<file path="src/rtl/vxeg_defs.svh">
// constants of the virtualization enable gate: offsets, field positions, codes
// assumes inclusion by every file of the block except the package, with a byte-addressed register port
`ifndef VXEG_DEFS_SVH
`define VXEG_DEFS_SVH

// ----------------------------------------
// register offsets
// ----------------------------------------
`define VXEG_REG_CTRL 8'h00
`define VXEG_REG_CAP 8'h04
`define VXEG_REG_STAT 8'h08
`define VXEG_REG_MASK 8'h0C
`define VXEG_REG_MODE 8'h10

// ----------------------------------------
// control register fields
// ----------------------------------------
`define VXEG_CTRL_ENABLE 0
`define VXEG_CTRL_DISABLE 1
`define VXEG_CTRL_LOCK 2

// ----------------------------------------
// capability fields, also used in the identification words
// ----------------------------------------
`define VXEG_CAP_AVAIL 2
`define VXEG_CAP_SECINIT 12
`define VXEG_CAP_LOCKCAP 2
`define VXEG_HV_PRESENT 31

// ----------------------------------------
// status and mask fields
// ----------------------------------------
`define VXEG_EV_UD 0
`define VXEG_EV_GP 1
`define VXEG_EV_EXIT 2
`define VXEG_EV_DMA 3
`define VXEG_EV_W 4

// ----------------------------------------
// identification leaves and misc values
// ----------------------------------------
`define VXEG_LEAF_BASIC 32'h0000_0001
`define VXEG_LEAF_EXT 32'h8000_0001
`define VXEG_LEAF_VIRT 32'h8000_000A
`define VXEG_LEAF_HV_LO 32'h4000_0000
`define VXEG_LEAF_HV_HI 32'h4000_00FF
`define VXEG_HV_OWNER 4'h0
`define VXEG_GP_CODE 16'h0000
`define VXEG_RESET_WORD 32'h0000_0000

`endif

</file>
<file path="src/rtl/vxeg_pkg.sv">
// types of the virtualization enable gate
// assumes the defs header is compiled with it
package vxeg_pkg;

  typedef enum logic [3:0] {
    VXEG_OP_NONE,
    VXEG_OP_GUEST_ENTER,
    VXEG_OP_STATE_LOAD,
    VXEG_OP_STATE_SAVE,
    VXEG_OP_GI_CLEAR,
    VXEG_OP_GI_SET,
    VXEG_OP_HV_CALL,
    VXEG_OP_PAGE_INV,
    VXEG_OP_SECURE_INIT
  } vxeg_op_t;

  typedef enum logic [1:0] {
    VXEG_SEL_BASIC,
    VXEG_SEL_EXT,
    VXEG_SEL_VIRT,
    VXEG_SEL_ZERO
  } vxeg_sel_t;

endpackage

</file>
<file path="src/rtl/vxeg_cpuid_rom.sv">
// identification word table for the enable gate
// assumes a selector from the same clock; data appear one cycle after rdEn
`timescale 1ns/1ps
`include "vxeg_defs.svh"

module vxeg_cpuid_rom #(
  parameter logic AVAIL_CAP = 1'b1,
  parameter logic SECINIT_CAP = 1'b1,
  parameter logic LOCK_CAP = 1'b1
) (
  input wire logic mclk,
  input wire logic rst,
  input wire logic rdEn,
  input wire vxeg_pkg::vxeg_sel_t sel,
  output logic [31:0] data_r
);

  logic [31:0] data_nxt;

  always_comb begin
    data_nxt = data_r;
    if (rdEn) begin
      data_nxt = `VXEG_RESET_WORD;
      unique case (sel)
        vxeg_pkg::VXEG_SEL_BASIC: begin
          // physical part: hypervisor-present bit always reads zero
          data_nxt[`VXEG_HV_PRESENT] = 1'b0; // see (RULE6)
        end
        vxeg_pkg::VXEG_SEL_EXT: begin
          data_nxt[`VXEG_CAP_AVAIL] = AVAIL_CAP;
          data_nxt[`VXEG_CAP_SECINIT] = SECINIT_CAP;
        end
        vxeg_pkg::VXEG_SEL_VIRT: begin
          data_nxt[`VXEG_CAP_LOCKCAP] = LOCK_CAP;
        end
        vxeg_pkg::VXEG_SEL_ZERO: begin
          data_nxt = `VXEG_RESET_WORD;
        end
      endcase
    end
  end

  always_ff @(posedge mclk) begin
    if (rst) begin
      data_r <= `VXEG_RESET_WORD;
    end else begin
      data_r <= data_nxt;
    end
  end

endmodule

</file>
<file path="src/rtl/vxeg_gate.sv">
// decode-time gate and capability report of the virtualization extension
// assumes all inputs come from core logic on mclk; register port is one-cycle read
//
// Functional notes
// (RULE1) virt instructions need enable bit, else invalid-opcode
// (RULE2) secure-init, gi-set need enable or secure-init flag
// (RULE3) software checks availability flag first
// (RULE4) software: disable bit zero means enabling allowed
// (RULE5) software: lock-capable flag tells unlockability
// (RULE6) hypervisor-present identification bit reads zero
// (RULE7) hypervisor leaf range left undefined, returns zero
// (RULE8) guest mode only via guest-enter, instructions intercepted
// (RULE9) physical interrupt exits guest when requested
// (RULE10) guest mask flag, priority use virtual copies
// (RULE11) intercepted instructions restartable except task switches
// (RULE12) device DMA blocked from foreign owner memory
// (RULE13) guest-enter: invalid-opcode, then protection fault code zero
// (RULE14) enable bit sampled per instruction at decode
`timescale 1ns/1ps
`include "vxeg_defs.svh"

module vxeg_gate #(
  parameter logic AVAIL_CAP = 1'b1,
  parameter logic SECINIT_CAP = 1'b1,
  parameter logic LOCK_CAP = 1'b1
) (
  input wire logic mclk,
  input wire logic rst,
  input wire logic [7:0] busAddr,
  input wire logic [31:0] busWdata,
  input wire logic busWr,
  input wire logic busRd,
  output logic [31:0] busRdata,
  output logic irq,
  input wire logic instrValid,
  input wire vxeg_pkg::vxeg_op_t instrOp,
  input wire logic [1:0] curPriv,
  input wire logic protMode,
  input wire logic guestIntercept,
  input wire logic interceptTaskSwitch,
  input wire logic guestExit,
  input wire logic intrExitEn,
  input wire logic physIntrPend,
  input wire logic virtIntrEn,
  input wire logic physIf,
  input wire logic virtIf,
  input wire logic [3:0] physTpr,
  input wire logic [3:0] virtTpr,
  input wire logic dmaValid,
  input wire logic [3:0] dmaDevGuest,
  input wire logic [3:0] dmaPageOwner,
  input wire logic cpuidValid,
  input wire logic [31:0] cpuidLeaf,
  output logic decValid,
  output logic execOk,
  output logic udFault,
  output logic gpFault,
  output logic [15:0] gpErrCode,
  output logic inGuest,
  output logic vmExit,
  output logic restartOk,
  output logic effIf,
  output logic [3:0] effTpr,
  output logic dmaBlock,
  output logic cpuidDone,
  output logic cpuidReserved,
  output logic [31:0] cpuidData
);

  // ----------------------------------------
  // decode helpers
  // ----------------------------------------
  function automatic logic needsEnable(input vxeg_pkg::vxeg_op_t op);
    needsEnable = (op == vxeg_pkg::VXEG_OP_GUEST_ENTER) || (op == vxeg_pkg::VXEG_OP_STATE_LOAD) ||
                  (op == vxeg_pkg::VXEG_OP_STATE_SAVE) || (op == vxeg_pkg::VXEG_OP_GI_CLEAR) ||
                  (op == vxeg_pkg::VXEG_OP_HV_CALL) || (op == vxeg_pkg::VXEG_OP_PAGE_INV);
  endfunction

  function automatic logic enableOrSecinit(input vxeg_pkg::vxeg_op_t op);
    enableOrSecinit = (op == vxeg_pkg::VXEG_OP_SECURE_INIT) || (op == vxeg_pkg::VXEG_OP_GI_SET);
  endfunction

  // ----------------------------------------
  // control and status registers
  // ----------------------------------------
  logic enable_r, enable_nxt;
  logic disable_r, disable_nxt;
  logic lock_r, lock_nxt;
  logic [`VXEG_EV_W-1:0] stat_r, stat_nxt;
  logic [`VXEG_EV_W-1:0] mask_r, mask_nxt;
  logic [31:0] rdata_r, rdata_nxt;
  logic [`VXEG_EV_W-1:0] events;
  logic inGuest_r;

  always_comb begin
    enable_nxt = enable_r;
    disable_nxt = disable_r;
    lock_nxt = lock_r;
    mask_nxt = mask_r;
    rdata_nxt = `VXEG_RESET_WORD;
    stat_nxt = stat_r;
    if (busWr) begin
      unique case (busAddr)
        `VXEG_REG_CTRL: begin
          // the disable bit is frozen once locked; lock holds until reset
          if (!lock_r) begin
            disable_nxt = busWdata[`VXEG_CTRL_DISABLE];
          end
          lock_nxt = lock_r | busWdata[`VXEG_CTRL_LOCK];
          enable_nxt = busWdata[`VXEG_CTRL_ENABLE] & ~disable_nxt & AVAIL_CAP;
        end
        `VXEG_REG_STAT: stat_nxt = stat_r & ~busWdata[`VXEG_EV_W-1:0];
        `VXEG_REG_MASK: mask_nxt = busWdata[`VXEG_EV_W-1:0];
        default: begin
        end
      endcase
    end
    // set wins over a write-one clear in the same cycle
    stat_nxt = stat_nxt | events;
    if (busRd) begin
      unique case (busAddr)
        `VXEG_REG_CTRL: begin
          rdata_nxt[`VXEG_CTRL_ENABLE] = enable_r;
          rdata_nxt[`VXEG_CTRL_DISABLE] = disable_r;
          rdata_nxt[`VXEG_CTRL_LOCK] = lock_r;
        end
        `VXEG_REG_CAP: begin
          rdata_nxt[`VXEG_CAP_AVAIL] = AVAIL_CAP;
          rdata_nxt[`VXEG_CAP_SECINIT] = SECINIT_CAP;
          rdata_nxt[`VXEG_CAP_LOCKCAP + 1] = LOCK_CAP;
        end
        `VXEG_REG_STAT: rdata_nxt[`VXEG_EV_W-1:0] = stat_r;
        `VXEG_REG_MASK: rdata_nxt[`VXEG_EV_W-1:0] = mask_r;
        `VXEG_REG_MODE: rdata_nxt[0] = inGuest_r;
        default: rdata_nxt = `VXEG_RESET_WORD;
      endcase
    end
  end

  always_ff @(posedge mclk) begin
    if (rst) begin
      enable_r <= 1'b0;
      disable_r <= 1'b0;
      lock_r <= 1'b0;
      stat_r <= '0;
      mask_r <= '0;
      rdata_r <= `VXEG_RESET_WORD;
    end else begin
      enable_r <= enable_nxt;
      disable_r <= disable_nxt;
      lock_r <= lock_nxt;
      stat_r <= stat_nxt;
      mask_r <= mask_nxt;
      rdata_r <= rdata_nxt;
    end
  end

  assign busRdata = rdata_r;
  assign irq = |(stat_r & mask_r);

  // ----------------------------------------
  // instruction gate and guest mode
  // ----------------------------------------
  logic dec_r, ok_r, ud_r, gp_r, exit_r, restart_r, if_r;
  logic dec_nxt, ok_nxt, ud_nxt, gp_nxt, inGuest_nxt, exit_nxt, restart_nxt, if_nxt;
  logic [3:0] tpr_r, tpr_nxt;
  logic isVirt;

  assign isVirt = needsEnable(instrOp) | enableOrSecinit(instrOp);

  always_comb begin
    dec_nxt = instrValid;
    ok_nxt = 1'b0;
    ud_nxt = 1'b0;
    gp_nxt = 1'b0;
    exit_nxt = 1'b0;
    restart_nxt = restart_r;
    inGuest_nxt = inGuest_r;
    if (instrValid) begin
      // the live enable bit is used, so a write lands on the next instruction
      if (needsEnable(instrOp) && !enable_r) begin
        ud_nxt = 1'b1; // see (RULE1) see (RULE14)
      end else if (enableOrSecinit(instrOp) && !enable_r && !SECINIT_CAP) begin
        ud_nxt = 1'b1; // see (RULE2)
      end else if (instrOp == vxeg_pkg::VXEG_OP_GUEST_ENTER && !protMode) begin
        ud_nxt = 1'b1; // see (RULE13)
      end else if (instrOp == vxeg_pkg::VXEG_OP_GUEST_ENTER && curPriv != 2'b00) begin
        gp_nxt = 1'b1; // see (RULE13)
      end else if (inGuest_r && isVirt && guestIntercept) begin
        exit_nxt = 1'b1; // see (RULE8)
        restart_nxt = 1'b1; // see (RULE11)
      end else begin
        ok_nxt = 1'b1;
        if (instrOp == vxeg_pkg::VXEG_OP_GUEST_ENTER) begin
          inGuest_nxt = 1'b1; // see (RULE8)
        end
      end
    end
    if (inGuest_r && physIntrPend && intrExitEn) begin
      exit_nxt = 1'b1; // see (RULE9)
      restart_nxt = 1'b1;
    end
    // task switches cannot be replayed after the intercept
    if (inGuest_r && interceptTaskSwitch) begin
      exit_nxt = 1'b1;
      restart_nxt = 1'b0; // see (RULE11)
    end
    if (exit_nxt || guestExit) begin
      inGuest_nxt = 1'b0;
    end
    // guest reads see the virtual copies when the host asks for it
    if_nxt = (inGuest_r && virtIntrEn) ? virtIf : physIf; // see (RULE10)
    tpr_nxt = (inGuest_r && virtIntrEn) ? virtTpr : physTpr; // see (RULE10)
  end

  always_ff @(posedge mclk) begin
    if (rst) begin
      dec_r <= 1'b0;
      ok_r <= 1'b0;
      ud_r <= 1'b0;
      gp_r <= 1'b0;
      exit_r <= 1'b0;
      restart_r <= 1'b0;
      inGuest_r <= 1'b0;
      if_r <= 1'b0;
      tpr_r <= 4'h0;
    end else begin
      dec_r <= dec_nxt;
      ok_r <= ok_nxt;
      ud_r <= ud_nxt;
      gp_r <= gp_nxt;
      exit_r <= exit_nxt;
      restart_r <= restart_nxt;
      inGuest_r <= inGuest_nxt;
      if_r <= if_nxt;
      tpr_r <= tpr_nxt;
    end
  end

  assign decValid = dec_r;
  assign execOk = ok_r;
  assign udFault = ud_r;
  assign gpFault = gp_r;
  assign gpErrCode = `VXEG_GP_CODE;
  assign inGuest = inGuest_r;
  assign vmExit = exit_r;
  assign restartOk = restart_r;
  assign effIf = if_r;
  assign effTpr = tpr_r;

  // ----------------------------------------
  // device memory protection and identification
  // ----------------------------------------
  logic dma_r, dma_nxt, cdone_r, cdone_nxt, crsv_r, crsv_nxt;
  vxeg_pkg::vxeg_sel_t romSel;

  always_comb begin
    // hypervisor-owned pages are never open to a device
    dma_nxt = dmaValid && (dmaPageOwner != dmaDevGuest || dmaPageOwner == `VXEG_HV_OWNER);
    cdone_nxt = cpuidValid;
    crsv_nxt = cpuidValid && cpuidLeaf >= `VXEG_LEAF_HV_LO && cpuidLeaf <= `VXEG_LEAF_HV_HI;
    if (crsv_nxt) begin
      romSel = vxeg_pkg::VXEG_SEL_ZERO; // see (RULE7)
    end else if (cpuidLeaf == `VXEG_LEAF_BASIC) begin
      romSel = vxeg_pkg::VXEG_SEL_BASIC;
    end else if (cpuidLeaf == `VXEG_LEAF_EXT) begin
      romSel = vxeg_pkg::VXEG_SEL_EXT;
    end else if (cpuidLeaf == `VXEG_LEAF_VIRT) begin
      romSel = vxeg_pkg::VXEG_SEL_VIRT;
    end else begin
      romSel = vxeg_pkg::VXEG_SEL_ZERO;
    end
  end

  always_ff @(posedge mclk) begin
    if (rst) begin
      dma_r <= 1'b0;
      cdone_r <= 1'b0;
      crsv_r <= 1'b0;
    end else begin
      dma_r <= dma_nxt; // see (RULE12)
      cdone_r <= cdone_nxt;
      crsv_r <= crsv_nxt;
    end
  end

  assign dmaBlock = dma_r;
  assign cpuidDone = cdone_r;
  assign cpuidReserved = crsv_r;

  vxeg_cpuid_rom #(
    .AVAIL_CAP(AVAIL_CAP),
    .SECINIT_CAP(SECINIT_CAP),
    .LOCK_CAP(LOCK_CAP)
  ) romInst (
    .mclk(mclk),
    .rst(rst),
    .rdEn(cpuidValid),
    .sel(romSel),
    .data_r(cpuidData)
  );

  always_comb begin
    events = '0;
    events[`VXEG_EV_UD] = ud_r;
    events[`VXEG_EV_GP] = gp_r;
    events[`VXEG_EV_EXIT] = exit_r;
    events[`VXEG_EV_DMA] = dma_r;
  end
endmodule

</file>
<file path="config.mk">
export PLATFORM = sky130hd
export DESIGN_NAME = vxeg_gate
export DESIGN_NICKNAME = d
export VERILOG_FILES = /design/src/rtl/vxeg_pkg.sv /design/src/rtl/vxeg_cpuid_rom.sv /design/src/rtl/vxeg_gate.sv
export VERILOG_INCLUDE_DIRS = /design/src /design/src/rtl
export SDC_FILE = /design/constraint.sdc
export NUM_CORES = 1
export LEC_CHECK = 0
export BUFFER_PORTS_ARGS = -buffer_cell sky130_fd_sc_hd__buf_2
export CORE_MARGIN = 2
export CORE_UTILIZATION = 37
export CTS_CLUSTER_DIAMETER = 100
export DETAILED_ROUTE_END_ITERATION = 8
export PLACE_DENSITY = 0.82
export SLEW_MARGIN = 40
export SYNTH_ARGS = -nofsm -noshare
export SYNTH_HDL_FRONTEND = slang
export SYNTH_SLANG_ARGS = --single-unit
</file>
<file path="constraint.sdc">
create_clock -name mclk -period 2.35 [get_ports mclk]
set_input_delay 0.47 -clock mclk [delete_from_list [all_inputs] [get_ports mclk]]
set_output_delay 0.47 -clock mclk [all_outputs]
set_load 0.01 [all_outputs]
</file>
---- Word level (Yosys, flattened, before mapping) ----
Cells that the tools add are included.
operators by class
  $lt $le $gt $ge ......................... 2
  eq/ne operators ......................... 21
  muxes and demuxes ....................... 35
  bitwise operators ....................... 14
  reduce and logical (&&, ||, !) cells .... 39
operators with widths
  kind                                                                                count
  32-bit == test, second input constant                                               2
  32-bit by 1-bit == test with 1-bit output, second input constant                    1
  32-bit by 31-bit >= comparator with 1-bit output, second input constant             1
  32-bit by 31-bit less-or-equal comparator with 1-bit output, second input constant  1
  1-bit two-way mux                                                                   25
  4-bit by 3-bit == test with 1-bit output, second input constant                     4
  8-bit by 4-bit == test with 1-bit output, second input constant                     2
  1-bit logical AND                                                                   12
  4-bit two-way mux                                                                   3
  2-bit OR reduction                                                                  5
  4-bit AND                                                                           2
  4-bit by 2-bit == test with 1-bit output, second input constant                     2
  8-bit by 3-bit == test with 1-bit output, second input constant                     1
  8-bit by 5-bit == test with 1-bit output, second input constant                     1
  8-bit logical NOT                                                                   1
  1-bit logical OR                                                                    8
  1-bit one-hot mux with 4 select lines                                               2
  4-bit OR reduction                                                                  2
  1-bit inverter                                                                      7
  2-bit two-way mux                                                                   3
  2-bit by 1-bit != test with 1-bit output, second input constant                     3
  1-bit one-hot mux with 3 select lines                                               2
  6-bit AND reduction                                                                 1
  2-bit nonzero test                                                                  3
  other kinds (14)                                                                    17
storage, ports and cells
  bits in registers ....................... 60
  input bits .............................. 110
  output and inout bits ................... 96

---- Depth between registers and ports, before layout ----
  word-level depth ........................ 18
  gate-level depth with buffers ........... 7
  depth with buffers taken out ............ 7

---- Cells and area by module ----
From an unflattened synthesis, not the netlist that was laid out.
second synthesis, totals
  cells, all modules ...................... 257
  area total of the unflattened synthesis .. 2128.3 um2
by module, submodules not included
  module          instances  cells each  area an instance (um2)  sequential area each (um2)
  vxeg_gate       1          218         1818.0                  620.6
  vxeg_cpuid_rom  1          39          310.3                   40.0

---- Worst setup path after synthesis ----
Ideal clock, no wire load.
  path kind ............................... in2reg
  start ................................... input cpuidLeaf[8]
  end ..................................... register romInst.data_r[2]
  arrival ................................. 1.785 ns
  setup slack ............................. 0.479 ns
  stages .................................. 6
  buffers on the path ..................... 0
  path through ............................ nor4_1 > nand4_1 > nor3_1 > nor4bb_1 > ha_1 > a211oi_1
between the ends
  cells in the longest elaborated chain, start to end .. 8
  elaborated cells on any way between the ends .. 15
  classes of those cells .................. order compare: 2; eq/ne: 5; mux: 5; reduce/logical: 3
RTL lines
  element                                                                                                   RTL line              RTL
  from (decl)                                                                                               vxeg_gate.sv:53       input wire logic [31:0] cpuidLeaf,
  parallel branches: the longest is 4 deep, another holds 32-bit by 31-bit >= comparator with 1-bit output  -
  2-bit two-way mux *                                                                                       vxeg_gate.sv:262      if (crsv_nxt) begin
  2-bit by 1-bit == test with 1-bit output / 2-bit == test (equally long branches)                          vxeg_cpuid_rom.sv:24  unique case (sel)
  2-bit OR reduction (no line) *                                                                            -
  1-bit two-way mux *                                                                                       vxeg_cpuid_rom.sv:24
  to (signal assigned)                                                                                      vxeg_cpuid_rom.sv:45  data_r <= `VXEG_RESET_WORD;
  to (signal assigned)                                                                                      vxeg_cpuid_rom.sv:47  data_r <= data_nxt;
  to (decl)                                                                                                 vxeg_cpuid_rom.sv:15  output logic [31:0] data_r
Mark *: on every way between the ends.
A chain may end at the register's enable or synchronous reset.

---- Final worst setup path ----
  start ................................... input cpuidLeaf[10]
  end ..................................... register romInst.data_r[2]
The elaborated chain is that of the path after synthesis.

==> metrics.txt <==
ys async rst share=0; Worst R2R Path Depth=4; peak supply drop=0.1693 mV; Final nets=468; commonest non-fill, non-tap cells in the layout=buf_2, conb_1, dfxtp_1; minimum clock period=1.944 ns; Final HPWL DP=3.999 mm; die area=6361 um^2; Worst Path Required=2.55 ns; Num CTS Buffers=5; max cap viols=0; Synth Cell Area=approximately 2100 um^2; CTS root buffer=clkbuf_8; Synth-to-Final Area Change=19.03%; antenna violations before repair=0; post-CTS resize count=0; Lkg Pwr=1.272 nW; mux cell area share after synthesis=0.05245; syn_area_per_cell=roughly 8.5 um^2; # diodes=0; register area share after synthesis=0.3111; Synth Area in Compound Gates=0.1078; final wirelength=4.841 mm; share of the synthesized area in the top cell type=0.3111; CTS tree=done; total number of vias=1866; Ys Warns=0; status=complete, no violations; XOR/XNOR Fraction of Synth Area=0.01237; synth unique cells=45; vias per cell=4.340; pwr/cell area=~470 nW/um^2; most common cell after layout, fill and taps aside=buf_2; Worst Setup SP=cpuidLeaf[10]; Final Non-Filler Cells=430; initial core utilization=0.3832; simple-gate share of the synthesized area=0.2345; Place WS=0.1173 ns; placed instance count=approximately 420; min-delay src=cpuidValid; final hold vios=0; Synth area leaders=dfxtp_1, buf_4, mux2i_1; DIE WIDTH=79.76 um; clock buffer depth=2; Yosys reg bits=33; crit path DAT=2.14 ns; number of synthesized flops with an enable pin=0; final RePlAce weighted congestion=0.7956; Die Y=79.76 um; Iter 0 DRT Violations=between 40 and 50; # setup viols final=0; DRT antenna net count=0; Site Rows=27; cell taking the most area after synthesis=dfxtp_1; global-route wire length before repair=between 7 and 8 mm; largest net degree at the start of global routing=20; Avg WL per Cell=11.26 um; Buffers on Ports=104; drt first pass iters=4; Total GRT Usage=0.1443; RSZ-0062 raised after global routing=no; # IOs=206; setup TNS=0 ns; GRT overflow=0; post-CTS setup-driven buffer insertion count=0; top_reg_cell synth=dfxtp_1; crit path launch type=input pin; f_max=~0.5 GHz; period utilization=0.8274; worst-path fanout max=2; Min-Delay Path Depth=2; worst slew pin tran=0.6894 ns; reg2reg start=enable_r; H-tree depth=2; CP Class=input pin to register; critical path capture point type=register; Clock Skew=slightly below 0.004 ns; final number of max-transition violations=0; vias in the first global route=around 1600; worst hold path type=input pin to register; Residual DRC=0; Mapped Cells=251; Hold Buf Count CTS=0; max_slew headroom=0.5365; Worst-Skew Late Latency=~0.28 ns; core outline area=5540 um^2; setup ws final=0.4057 ns; Fillers=585; internal reg-to-reg setup slack=0.81 ns; CTS clk-pin slew, worst paths=0.06 ns; Synth Area in Adders=0.005893; Sinks on Clock Net=33; layout cells sized above 1=0.3352; largest family of logic cells by synthesized area=buffers and inverters
[synthesized netlist by cell type, types with 4 or more instances]
master    count
nor2_1       18
a21oi_1      10
nor3b_1       4
buf_4        73
o21ai_0       4
dfxtp_1      33
nor4_1        9
nand3_1       8
a211oi_1      5
nor3_1        7
nand2_1      19
mux2i_1      10
clkbuf_1      4
[worst paths after layout]
path / end
setup / recovery: romInst.data_r[2]
hold / removal: romInst.data_r[2]
setup reg to reg: restartOk
hold reg to reg: romInst.data_r[2]
[state kept, by name (all words and copies together) (netlist names), 2 cells and up]
signal / count
romInst.data_r: 2
stat_r: 4
effTpr: 4
busRdata: 5
mask_r: 4
[metrics by stage]
stage / utilization / hold slack [ns] / total power, mW / area (um^2)
final: 0.4562 / 0.4277 / 1.194 / 2527
after detailed placement: 0.4413 / 0.4880 / 0.8013 / 2445
after CTS: 0.4562 / 0.4109 / 1.209 / 2527
after global placement: 0.4413 / 0.4714 / 0.7977 / 2445
after floorplan: - / 0.4670 / 0.7905 / 2394
after global routing: 0.4562 / 0.4301 / 1.265 / 2527
[critical path, stage by stage]
cell	delay [ns]
buf_2	0.09
nor4_1	0.34
nand4_1	0.17
nor3_1	0.24
nor4bb_1	0.32
ha_1	0.28
a211oi_1	0.22
[per-layer routing]
metal,GRT usage,vias up,part of all wire
li1,-,946,-
met1,0.1787,825,0.42
met2,0.2496,88,0.48
met3,0.03733,7,0.084
met4,0.03559,0,0.0093
met5,0,-,0
[layout make-up]
type | count | area, um^2 | share of cell area
Clock inverter | 2 | 10.01 | 0.003960
Clock buffer | 6 | 72.57 | 0.02871
Timing Repair Buffer | 105 | 528.0 | 0.2089
Tap cell | 72 | 90.09 | 0.03564
Multi-Input combinational cell | 208 | 1151 | 0.4554
Inverter | 4 | 15.01 | 0.005941
Sequential cell | 33 | 660.6 | 0.2614
[logic make-up (layout without fill, tap and decap cells)]
| group | Yosys count | count (layout) |
|---|---|---|
| and+or+nand+nor | 86 | 86 |
| buffers and inverters | 82 | 117 |
| AOI/OAI and AO/OA | 34 | 34 |
| DFF | 33 | 33 |
| muxes | 11 | 11 |
| xor gates and xnor gates | 3 | 3 |
| adders and majority gates | 1 | 1 |
| other | 1 | 73 |
[report_power, final]
part / internal, mW / switching, mW / leakage, nW
logic: 0.0813 / 0.133 / 0.958
clock network: 0.205 / 0.198 / 0.0450
registers: 0.572 / 0.00545 / 0.269
Note: power is estimated with default switching activity, not from simulation.
